--- src/core/ris_defines.vh ---
// Purpose: Constants for the reset and interrupt sequencer
// Assumes: 8-bit core with 13-bit address space
// Notes: Definitions only
`ifndef RIS_DEFINES_VH
`define RIS_DEFINES_VH

`define RIS_RAM_LO 13'h0050
`define RIS_RAM_HI 13'h00ff
`define RIS_NVM_LO 13'h0f00
`define RIS_NVM_HI 13'h1f00
`define RIS_VEC_LO 13'h1ff0
`define RIS_VEC_HI 13'h1fff

`define RIS_VEC_RESET 13'h1ffe
`define RIS_VEC_TRAP 13'h1ffc
`define RIS_VEC_CAN 13'h1ffa
`define RIS_VEC_CTMR 13'h1ff8
`define RIS_VEC_PIN 13'h1ff6
`define RIS_VEC_TMR16 13'h1ff4

`define RIS_PCR_WOI_BIT 5

// Machine cycle = two clocks; 1.5 cycles is exactly 3 clocks
`define RIS_PIN_LOW_CLKS 4'h3
`define RIS_POR_CLKS 4096

`define RIS_SRC_NONE 3'h0
`define RIS_SRC_RESET 3'h1
`define RIS_SRC_TRAP 3'h2
`define RIS_SRC_CAN 3'h3
`define RIS_SRC_CTMR 3'h4
`define RIS_SRC_PIN 3'h5
`define RIS_SRC_TMR16 3'h6

`endif

--- src/core/ris_reset_gen.v ---
// Purpose: Reset source collection and power-up hold
// Assumes: Pin input already synchronised by caller
// Notes: Watchdog reset does not resample mode pins
`timescale 1ns/1ps
`default_nettype none
`include "ris_defines.vh"

module ris_reset_gen #(
    parameter POR_CLKS = `RIS_POR_CLKS,
    parameter WDOG_EN = 1
)
(
    input wire i_clock,
    input wire i_rst_n,
    input wire i_osc_active,
    input wire i_pin_low,
    input wire i_illegal,
    input wire i_watchdog_timeout,
    output wire o_reset,
    output wire o_ext_reset
)
;
    reg [15:0] por_cnt_r;
    reg por_done_r;
    reg [3:0] low_cnt_r;
    reg pin_rst_r;
    reg int_rst_r;

    always @(posedge i_clock)
    begin
        if (!i_rst_n)
        begin
            por_cnt_r <= 16'h0000;
            por_done_r <= 1'b0;
        end
        else if (i_osc_active && !por_done_r) // RULE_02
        begin
            if (por_cnt_r == POR_CLKS[15:0] - 16'h0001)
                por_done_r <= 1'b1;
            por_cnt_r <= por_cnt_r + 16'h0001;
        end
    end

    always @(posedge i_clock)
    begin
        if (!i_rst_n)
        begin
            low_cnt_r <= 4'h0;
            pin_rst_r <= 1'b0;
        end
        else if (!i_pin_low)
        begin
            low_cnt_r <= 4'h0;
            pin_rst_r <= 1'b0;
        end
        else
        begin
            if (low_cnt_r != `RIS_PIN_LOW_CLKS)
                low_cnt_r <= low_cnt_r + 4'h1;
            // Hold reset while pin stays low, also past power-up
            if (low_cnt_r == `RIS_PIN_LOW_CLKS - 4'h1 || !por_done_r) // RULE_04 RULE_03
                pin_rst_r <= 1'b1;
        end
    end

    always @(posedge i_clock)
    begin
        if (!i_rst_n)
            int_rst_r <= 1'b0;
        else
            int_rst_r <= i_illegal || (WDOG_EN != 0 && i_watchdog_timeout); // RULE_05 RULE_07 RULE_09
    end

    assign o_reset = !por_done_r || pin_rst_r || int_rst_r; // RULE_01
    assign o_ext_reset = !por_done_r || pin_rst_r; // RULE_08

endmodule // ris_reset_gen
`default_nettype wire

--- src/core/ris_sequencer.v ---
// Purpose: Reset and interrupt sequencing for an 8-bit core
// Assumes: Core drives fetch, completion and vector handshakes
// Notes: Stacking and unstacking are done by the core on request
`timescale 1ns/1ps
`default_nettype none
`include "ris_defines.vh"

// Operation
// RULE_01: Four reset sources: power, pin, fetch, watchdog
// RULE_02: Hold reset for power-up delay after oscillator
// RULE_03: Pin still low after delay keeps reset
// RULE_04: Pin low 1.5 machine cycles resets
// RULE_05: Opcode fetch outside mapped ranges resets
// RULE_06: Only opcode fetches checked for mapping
// RULE_07: Watchdog timeout resets whole device
// RULE_08: Watchdog reset keeps current operating mode
// RULE_09: Watchdog enable fixed by build parameter
// RULE_10: Reset vectors through 1FFE and sets mask
// RULE_11: Four maskable sources plus software trap
// RULE_12: Accepting interrupt stacks registers, sets mask
// RULE_13: Return restores registers and resumes
// RULE_14: Requests wait until current instruction completes
// RULE_15: Take interrupt only if unmasked and enabled
// RULE_16: External interrupt beats timer when both pending
// RULE_17: Priority CAN, core timer, pins, 16-bit timer
// RULE_18: Software trap taken regardless of mask
// RULE_19: Trap after earlier pending, before later requests
// RULE_20: Software trap vectors through 1FFC
// RULE_21: Mask set blocks all maskable interrupts
// RULE_22: Pin latch clears early, relatches new pulse
// RULE_23: Pin latch is port config bit five
// RULE_24: CAN wake-up source always enabled
// RULE_25: Vector high byte first, then low byte
// RULE_26: Flags and enables merge to one request
module ris_sequencer #(
    parameter POR_CLKS = `RIS_POR_CLKS,
    parameter WDOG_EN = 1
)
(
    input wire i_clock,
    input wire i_rst_n,
    input wire i_osc_active,
    input wire i_reset_pin_n,
    input wire i_watchdog_timeout,
    input wire i_opcode_fetch,
    input wire [12:0] i_fetch_addr,
    input wire i_insn_done,
    input wire i_trap_insn,
    input wire i_return_insn,
    input wire i_mask_clear,
    input wire i_mask_set,
    input wire [4:0] i_can_flags,
    input wire [3:0] i_can_enables,
    input wire [1:0] i_core_flags,
    input wire [1:0] i_core_enables,
    input wire [7:0] i_pins,
    input wire [7:0] i_pin_enables,
    input wire i_pcr_write,
    input wire [7:0] i_pcr_wdata,
    input wire [2:0] i_tmr_flags,
    input wire [2:0] i_tmr_enables,
    input wire i_stack_done,
    input wire i_vec_ack,
    input wire [7:0] i_vec_data,
    output wire o_core_reset,
    output wire o_mode_resample,
    output reg o_mask_bit,
    output wire [7:0] o_port_config_reg,
    output wire o_stack_req,
    output wire o_unstack_req,
    output wire o_vec_req,
    output reg [12:0] o_vec_addr,
    output reg o_pc_load,
    output reg [15:0] o_pc_value,
    output reg [2:0] o_source
)
;
    localparam ST_RUN = 3'h0;
    localparam ST_STACK = 3'h1;
    localparam ST_VEC_HI = 3'h2;
    localparam ST_VEC_LO = 3'h3;
    localparam ST_UNSTACK = 3'h4;
    localparam ST_RESET = 3'h5;

    reg [1:0] pin_sync_r;
    reg [7:0] pins_s1_r;
    reg [7:0] pins_s2_r;
    reg [7:0] pins_prev_r;
    reg pin_latch_r;
    reg [3:0] pend_r;
    reg trap_r;
    reg [2:0] state_r;
    reg [7:0] vec_hi_r;
    reg [4:0] pcr_other_r;
    reg [1:0] pcr_top_r;
    wire reset_w;
    wire illegal_w;
    wire [3:0] req_w;
    wire [3:0] eligible_w;
    wire [3:0] live_w;
    wire [7:0] rise_w;

    function mapped;
        input [12:0] a;
        begin
            mapped = (a >= `RIS_RAM_LO && a <= `RIS_RAM_HI) ||
                     (a >= `RIS_NVM_LO && a <= `RIS_NVM_HI) ||
                     (a >= `RIS_VEC_LO && a <= `RIS_VEC_HI);
        end
    endfunction

    // Data fetches never reset; a stray pointer only corrupts data
    assign illegal_w = i_opcode_fetch && !mapped(i_fetch_addr); // RULE_06 RULE_05

    always @(posedge i_clock)
    begin
        if (!i_rst_n)
        begin
            pin_sync_r <= 2'h3;
            pins_s1_r <= 8'h00;
            pins_s2_r <= 8'h00;
            pins_prev_r <= 8'h00;
        end
        else
        begin
            pin_sync_r <= {pin_sync_r[0], i_reset_pin_n};
            pins_s1_r <= i_pins;
            pins_s2_r <= pins_s1_r;
            pins_prev_r <= pins_s2_r;
        end
    end

    ris_reset_gen #(
        .POR_CLKS(POR_CLKS),
        .WDOG_EN(WDOG_EN)
    ) u_reset_gen (
        .i_clock(i_clock),
        .i_rst_n(i_rst_n),
        .i_osc_active(i_osc_active),
        .i_pin_low(!pin_sync_r[1]),
        .i_illegal(illegal_w),
        .i_watchdog_timeout(i_watchdog_timeout),
        .o_reset(reset_w),
        .o_ext_reset(o_mode_resample)
    );

    assign o_core_reset = reset_w;

    assign rise_w = pins_s2_r & ~pins_prev_r & i_pin_enables;

    // Port config register; latch bit set by hardware wins over clear
    always @(posedge i_clock)
    begin
        if (!i_rst_n || reset_w)
        begin
            pin_latch_r <= 1'b0;
            pcr_other_r <= 5'h00;
            pcr_top_r <= 2'h0;
        end
        else
        begin
            if (i_pcr_write)
            begin
                pcr_other_r <= i_pcr_wdata[4:0];
                pcr_top_r <= i_pcr_wdata[7:6];
            end
            if (|rise_w) // RULE_23
                pin_latch_r <= 1'b1;
            else if (state_r == ST_STACK && o_source == `RIS_SRC_PIN) // RULE_22
                pin_latch_r <= 1'b0;
            else if (i_pcr_write && !i_pcr_wdata[`RIS_PCR_WOI_BIT]) // RULE_23
                pin_latch_r <= 1'b0;
        end
    end

    assign o_port_config_reg = {pcr_top_r, pin_latch_r, pcr_other_r};

    // Index 0 highest: CAN, core timer, pins, 16-bit timer
    assign req_w[0] = i_can_flags[4] || |(i_can_flags[3:0] & i_can_enables); // RULE_24 RULE_26
    assign req_w[1] = |(i_core_flags & i_core_enables); // RULE_26
    assign req_w[2] = pin_latch_r; // RULE_26
    assign req_w[3] = |(i_tmr_flags & i_tmr_enables); // RULE_26 RULE_11

    assign live_w = o_mask_bit ? 4'h0 : req_w; // RULE_21 RULE_15
    // A trap only yields to requests already pending at its fetch
    assign eligible_w = i_trap_insn ? (live_w & pend_r) : live_w; // RULE_19

    assign o_stack_req = (state_r == ST_STACK); // RULE_12
    assign o_unstack_req = (state_r == ST_UNSTACK); // RULE_13
    assign o_vec_req = (state_r == ST_VEC_HI) || (state_r == ST_VEC_LO);

    always @(posedge i_clock)
    begin
        if (!i_rst_n || reset_w)
        begin
            state_r <= ST_RESET;
            o_mask_bit <= 1'b1; // RULE_10
            pend_r <= 4'h0;
            trap_r <= 1'b0;
            vec_hi_r <= 8'h00;
            o_vec_addr <= `RIS_VEC_RESET; // RULE_10
            o_pc_load <= 1'b0;
            o_pc_value <= 16'h0000;
            o_source <= `RIS_SRC_RESET;
        end
        else
        begin
            o_pc_load <= 1'b0;
            case (state_r)
                ST_RESET:
                begin
                    state_r <= ST_VEC_HI;
                end
                ST_RUN:
                begin
                    if (i_mask_set)
                        o_mask_bit <= 1'b1;
                    else if (i_mask_clear)
                        o_mask_bit <= 1'b0;
                    if (trap_r) // RULE_19 RULE_18
                    begin
                        // Trap deferred behind an earlier pending request
                        trap_r <= 1'b0;
                        o_source <= `RIS_SRC_TRAP;
                        o_vec_addr <= `RIS_VEC_TRAP;
                        state_r <= ST_STACK;
                    end
                    else if (i_insn_done) // RULE_14
                    begin
                        // Snapshot at boundary orders trap against later requests
                        pend_r <= req_w; // RULE_19
                        if (i_return_insn)
                            state_r <= ST_UNSTACK;
                        else if (|eligible_w) // RULE_15
                        begin
                            state_r <= ST_STACK;
                            trap_r <= i_trap_insn;
                            if (eligible_w[0]) // RULE_17 RULE_16
                            begin
                                o_source <= `RIS_SRC_CAN;
                                o_vec_addr <= `RIS_VEC_CAN;
                            end
                            else if (eligible_w[1]) // RULE_17
                            begin
                                o_source <= `RIS_SRC_CTMR;
                                o_vec_addr <= `RIS_VEC_CTMR;
                            end
                            else if (eligible_w[2]) // RULE_16
                            begin
                                o_source <= `RIS_SRC_PIN;
                                o_vec_addr <= `RIS_VEC_PIN;
                            end
                            else
                            begin
                                o_source <= `RIS_SRC_TMR16;
                                o_vec_addr <= `RIS_VEC_TMR16;
                            end
                        end
                        else if (i_trap_insn) // RULE_18
                        begin
                            state_r <= ST_STACK;
                            trap_r <= 1'b0;
                            o_source <= `RIS_SRC_TRAP;
                            o_vec_addr <= `RIS_VEC_TRAP; // RULE_20
                        end
                    end
                end
                ST_STACK:
                begin
                    o_mask_bit <= 1'b1; // RULE_12
                    if (i_stack_done)
                        state_r <= ST_VEC_HI;
                end
                ST_VEC_HI:
                begin
                    if (i_vec_ack) // RULE_25
                    begin
                        vec_hi_r <= i_vec_data;
                        o_vec_addr <= o_vec_addr + 13'h0001;
                        state_r <= ST_VEC_LO;
                    end
                end
                ST_VEC_LO:
                begin
                    if (i_vec_ack) // RULE_25
                    begin
                        o_pc_value <= {vec_hi_r, i_vec_data};
                        o_pc_load <= 1'b1;
                        state_r <= ST_RUN;
                    end
                end
                ST_UNSTACK:
                begin
                    // Core restores condition flags; mask bit is cleared here on completion
                    if (i_stack_done) // RULE_13
                    begin
                        o_mask_bit <= 1'b0;
                        state_r <= ST_RUN;
                    end
                end
                default:
                begin
                    state_r <= ST_RUN;
                end
            endcase
        end
    end

endmodule // ris_sequencer
`default_nettype wire

--- config.mk ---
export PLATFORM = sky130hd
export DESIGN_NAME = ris_sequencer
export DESIGN_NICKNAME = d
export VERILOG_FILES = /design/src/core/ris_reset_gen.v /design/src/core/ris_sequencer.v
export VERILOG_INCLUDE_DIRS = /design/src /design/src/core
export SDC_FILE = /design/constraint.sdc
export NUM_CORES = 1
export LEC_CHECK = 0
export BUFFER_PORTS_ARGS = -buffer_cell sky130_fd_sc_hd__buf_2
export CAP_MARGIN = 20
export CORE_ASPECT_RATIO = 2
export CORE_MARGIN = 4
export CORE_UTILIZATION = 51
export DETAILED_ROUTE_END_ITERATION = 8
export PLACE_DENSITY = 0.79
export SETUP_SLACK_MARGIN = 0.5
export SYNTH_ARGS = -nofsm -noshare
export SYNTH_HDL_FRONTEND = slang
export SYNTH_SLANG_ARGS = --single-unit
--- constraint.sdc ---
create_clock -name i_clock -period 2.5 [get_ports i_clock]
set_input_delay 0.125 -clock i_clock [delete_from_list [all_inputs] [get_ports i_clock]]
set_output_delay 0.125 -clock i_clock [all_outputs]
set_load 0.05 [all_outputs]
* Word level (Yosys, flattened, before mapping) *
Index checks and enable logic that the tools add are counted.

word-level totals
  register bits after elaboration = 107
  bits of input ports = 78
  output and inout bits = 47

cells by class
  bitwise operators = 10
  equal/unequal tests = 19
  reduce and logical (&&, ||, !) cells = 41
  $lt $le $gt $ge = 6
  add/sub/neg operators = 3
  mux-type cells = 42

operator list
  operator                                               count
  2-to-1 mux 13 bit                                      6
  2-to-1 mux 3 bit                                       15
  <= comparator 13 bit, second input constant            2
  one-hot mux 13 bit (2 select lines)                    1
  one-hot mux 3 bit (6 select lines)                     1
  adder 16 x 1 -> 16 bit, second input constant          1
  AND 8 bit                                              2
  == test 16 x 12 -> 1 bit, second input constant        1
  2-to-1 mux 4 bit                                       4
  adder 13 x 1 -> 13 bit, second input constant          1
  >= comparator 13 x 12 -> 1 bit, second input constant  1
  >= comparator 13 bit, second input constant            1
  >= comparator 13 x 7 -> 1 bit, second input constant   1
  <= comparator 13 x 8 -> 1 bit, second input constant   1
  2-to-1 mux 1 bit                                       11
  == test 3 bit, second input constant                   3
  logical OR 1 bit                                       9
  != test 3 bit, second input constant                   3
  nonzero test 3 bit                                     3
  AND 4 bit                                              2
  != test 2 bit, second input constant                   4
  NOT 8 bit                                              1
  OR reduction 4 bit                                     2
  OR reduction 8 bit                                     1
  other kinds (24)                                       44

* Depth between registers and ports, before layout *
  depth in word-level cells = 14
  mapped depth = 7
  depth with buffers taken out = 6

* Modules after synthesis *
A second synthesis with hierarchy kept.

second synthesis, totals
  cells, all modules = 502
  area total of the unflattened synthesis = 4410.5 um2

by module, submodules not included
  module         instances  area an instance (um2)  seq. area each (um2)  cells each
  ris_sequencer  1          3328.2                  1681.6                384
  ris_reset_gen  1          1082.3                  460.4                 118

* Least setup slack after synthesis *
No wires, ideal clock.

  kind = register -> register
  start = reg state_r[0]
  end = reg state_r[2]
  arrival time = 2.048 ns
  clock period less this slack = 2.112 ns
  cell stages (with the launch flop) = 4
  library setup time = 0.064 ns
  setup slack = 0.388 ns
  cell sequence = dfxtp_1 -> clkbuf_1 -> nor3b_1 -> a221o_1

on the way
  cells in the longest elaborated chain, start to end = 3

ends and longest elaborated chain
  what                                  line                 text
  start: declaration                    ris_sequencer.v:92   reg [2:0] state_r;
  start signal: assignment              ris_sequencer.v:196  state_r <= ST_RESET;
  start signal: assignment              ris_sequencer.v:212  state_r <= ST_VEC_HI;
  start signal: assignment              ris_sequencer.v:226  state_r <= ST_STACK;
  == test 3 bit (*)                     n/a
  via o_unstack_req                     ris_sequencer.v:70   output wire o_unstack_req,
  != test 2 bit (no source line)        n/a
  AND reduction 6 bit (no source line)  n/a

The timed path passes the listed nets; every way through them passes the cells marked *.
A chain may end at the register's enable or synchronous reset.

* Worst setup path in the final report *
  start = reg state_r[0]
  end = reg o_vec_addr[9]

on the way
  cells in the longest elaborated chain, start to end = 3

ends and longest elaborated chain
  what                                                                line                 text
  == test 3 x 2 -> 1 bit / logical NOT 3 bit (equally long branches)  ris_sequencer.v:209  case (state_r)
  != test 2 bit (no source line) (tied with other cells)              n/a
  AND reduction 5 bit (no source line)                                n/a
  end signal: assignment                                              ris_sequencer.v:201  o_vec_addr <= `RIS_VEC_RESET;
  end signal: assignment                                              ris_sequencer.v:225  o_vec_addr <= `RIS_VEC_TRAP;
  end signal: assignment                                              ris_sequencer.v:241  o_vec_addr <= `RIS_VEC_CAN;
  end: declaration                                                    ris_sequencer.v:72   output reg [12:0] o_vec_addr,

Several ways; a longest one is shown, not always the timed one.

==> out/summary.txt <==
status = finished clean
Die ar. = 0.0101 sq mm
Main synth FF type = dfxtp_1
xor/xnor share of the synthesized area = 5.08%
clk root buf = clkbuf_16
Fill cells = 716
final global-route overflow total = 0
Syn Area/Cell = 8.94 sq um
CTS tree = built
Syn. warnings = 0
largest net degree at the start of global routing = 47
post-synthesis register bit count = 107
share of post-route cells with drive strength above 1 = 26.5%
Final #Nets = 692
mux cell area share after synthesis = 2.58%
element type at the critical path end = register
Max IR drop VDD = 0.000436 V
async set-reset flop share out of synthesis = 0%
core box area = 0.00823 sq mm
synthesized cell area = 0.00431 sq mm
Adder-Cell Fraction of Synth Area = 1.16%
Synth Area in Compound Gates = 11.1%
Num CTS Buffers = 9
largest family of logic cells by synthesized area = simple AND/OR/NAND/NOR gates
Worst Skew = 0.0117 ns
Synth cell types = 54
Die H = 138 microns
gr usage total = 20.6%
synth top area cells = dfxtp_1, nand2_1, and2_1
Total Wirelength = 10200 microns
sequence of cells on the critical path = or3_1 -> o21bai_4 -> o21a_2 -> or4_1 -> nand3_1
post-layout min period = 1.98 ns
RSZ-0062 raised after global routing = yes
Critical Path Start = state_r[0]
worst flop-to-flop path startpoint = state_r[0]
Routed Antenna Nets = 0
clock latency at the later pin of the worst-skew pair = 0.35 ns
RePlAce Congestion = 0.909
setup TNS = 0 ns
CTS clk-pin slew, worst paths = 0.07 ns
critical path startpoint category = register
Initial Utilization = 52.3%
most frequent cells in the layout = buf_2, dfxtp_1, nand2_1
fin crit share = 79.1%
drt pass-1 iters = 5
Post-Syn Instances = 482
CP arrival = 2.27 ns
H-tree levels = 3
Hold Violations, Final = 0
initial antenna violation count = 0
initial drt markers = 211
vias post-DR = 3823
commonest non-fill, non-tap cell in the layout = buf_2
HP Start = i_pcr_wdata[6]
Worst path slowest cell = or3_1
number of flops mapped to enable cells by yosys = 0
Std-Cell Rows = 47
simple-gate area share of the yosys netlist = 27.6%
clock tree buffer depth = 2
delay-heaviest family, CP = simple AND/OR/NAND/NOR gates
Worst EP required = 2.79 ns
Yosys top cell area share = 49.7%
largest area contributor in the synthesized netlist = dfxtp_1
P_leak = 2.19 nW
f_max = 505 MHz
Final Slew Violations = 0
area grow syn2layout = 25.6%
Post-DP HPWL = 7590 microns
clock sink count = 107
maxcap violations = 0
Avg WL per Cell = 14.3 microns
number of port buffers = 124
Hold Path Class = input port to register
register area share after synthesis = 49.7%
DRC errors left = 0
Buf/Inv on CP = 0
critical-path maximum fanout = 14
Inserted Diodes = 0
relative slew slack = 61.7%
vias in the first global route = 3689
worst-margin pin slew = 0.575 ns
Setup Buffers After CTS = 0
WS Path Type = register to register
vias per cell = 5.36
Final setup viols = 0
Min Hold Slack = 0.00860 ns
first-pass GRT wire length = 16500 microns
Power Density = 595 mW/mm^2
slowest stage delay, CP = 0.49 ns
Synth Net Count = 564
die span in x = 73.0 microns
IO Pins = 125
==> worst reg2reg max path, stage by stage, from the launching register on <==
cell and delay (ns):
dfxtp_2 0.39, or3_1 0.49, o21bai_4 0.24, o21a_2 0.24, or4_1 0.47, nand3_1 0.10
==> cell usage after synthesis (5+ instances only) <==
master,count
dfxtp_1,107
nand2_1,82
and2_1,39
a21oi_1,35
nor2_1,32
xnor2_1,14
clkbuf_1,13
nand3_1,12
nor2b_1,11
xor2_1,11
mux2i_1,10
nand4_1,10
o21ai_0,10
inv_1,9
nand2b_1,8
a211oi_1,5
nor3_1,5
==> state kept, by name, indices dropped and copies added, names as in the netlist, 2 cells and up <==
register	count
o_source	3
pins_prev_r	8
pins_s1_r	8
pend_r	4
pcr_other_r	5
pcr_top_r	2
u_reset_gen.por_cnt_r	16
state_r	3
o_pc_value	16
pin_sync_r	2
u_reset_gen.low_cnt_r	4
pins_s2_r	8
vec_hi_r	8
o_vec_addr	13
==> kinds of logic (layout without fill, tap and decap cells) <==
logic type | count (synthesis) | in the layout
AO/OA/AOI/OAI | 77 | 77
XOR/XNOR | 25 | 25
adder cells (fa/ha/maj) | 4 | 4
buffers and inverters | 29 | 162
flip-flops | 107 | 107
multiplexers | 11 | 11
AND/OR/NAND/NOR | 229 | 229
==> cell type report <==
class / count / area, sq um / area share [%]
Inverter: 9 / 33.8 / 0.624
Tap cell: 98 / 123 / 2.27
Multi-Input combinational cell: 346 / 2080 / 38.5
Sequential cell: 107 / 2140 / 39.6
Clock buffer: 10 / 239 / 4.42
Timing Repair Buffer: 137 / 741 / 13.7
Clock inverter: 6 / 47.5 / 0.878
==> timing repair <==
| item | CTS | global route |
|---|---|---|
| hold endpoints to repair | 9 | 0 |
| endpoints found under the setup margin | 2 | 22 |
| cloned | 0 | 0 |
| hold buffers | 9 | 0 |
| gates resized for setup | 1 | 7 |
| pin swaps | 0 | 0 |
==> through the flow <==
stage               util (%)  cells  total power [mW]  cell area (sq um)  worst slack (ns)
detailed placement      60.8    688              1.91               5010             0.479
global placement        60.8    688              1.90               5010             0.535
CTS                     65.4    713              3.25               5380             0.537
finish                  65.7    713              3.22               5410             0.521
global route            65.7    713              3.34               5410             0.466
floorplan                  -    482              1.83               4320             0.531
==> metal layers <==
| layer | vias up | part of all wire [%] | global-route usage, % |
|---|---|---|---|
| met5 | - | 0 | 0 |
| met4 | 0 | 2.6 | 7.80 |
| met3 | 27 | 6.4 | 4.57 |
| met2 | 127 | 56 | 38.5 |
| met1 | 1767 | 35 | 21.7 |
| li1 | 1902 | - | - |
==> path summary, 6_finish.rpt <==
kind / to / slack (ns) / depth (start not counted)
worst max register to register: o_vec_addr[9] / 0.52 / 5
worst min-delay path: pcr_top_r[0] / 0.009 / 3
worst min register to register: pins_s2_r[6] / 0.44 / 1
worst max-delay path: o_vec_addr[9] / 0.52 / 5
==> where the power goes <==
part / internal, mW / switching [mW]
clock network: 0.711 / 0.627
registers: 1.73 / 0.00905
logic: 0.0849 / 0.0651
(Power assumes the default switching activity.)
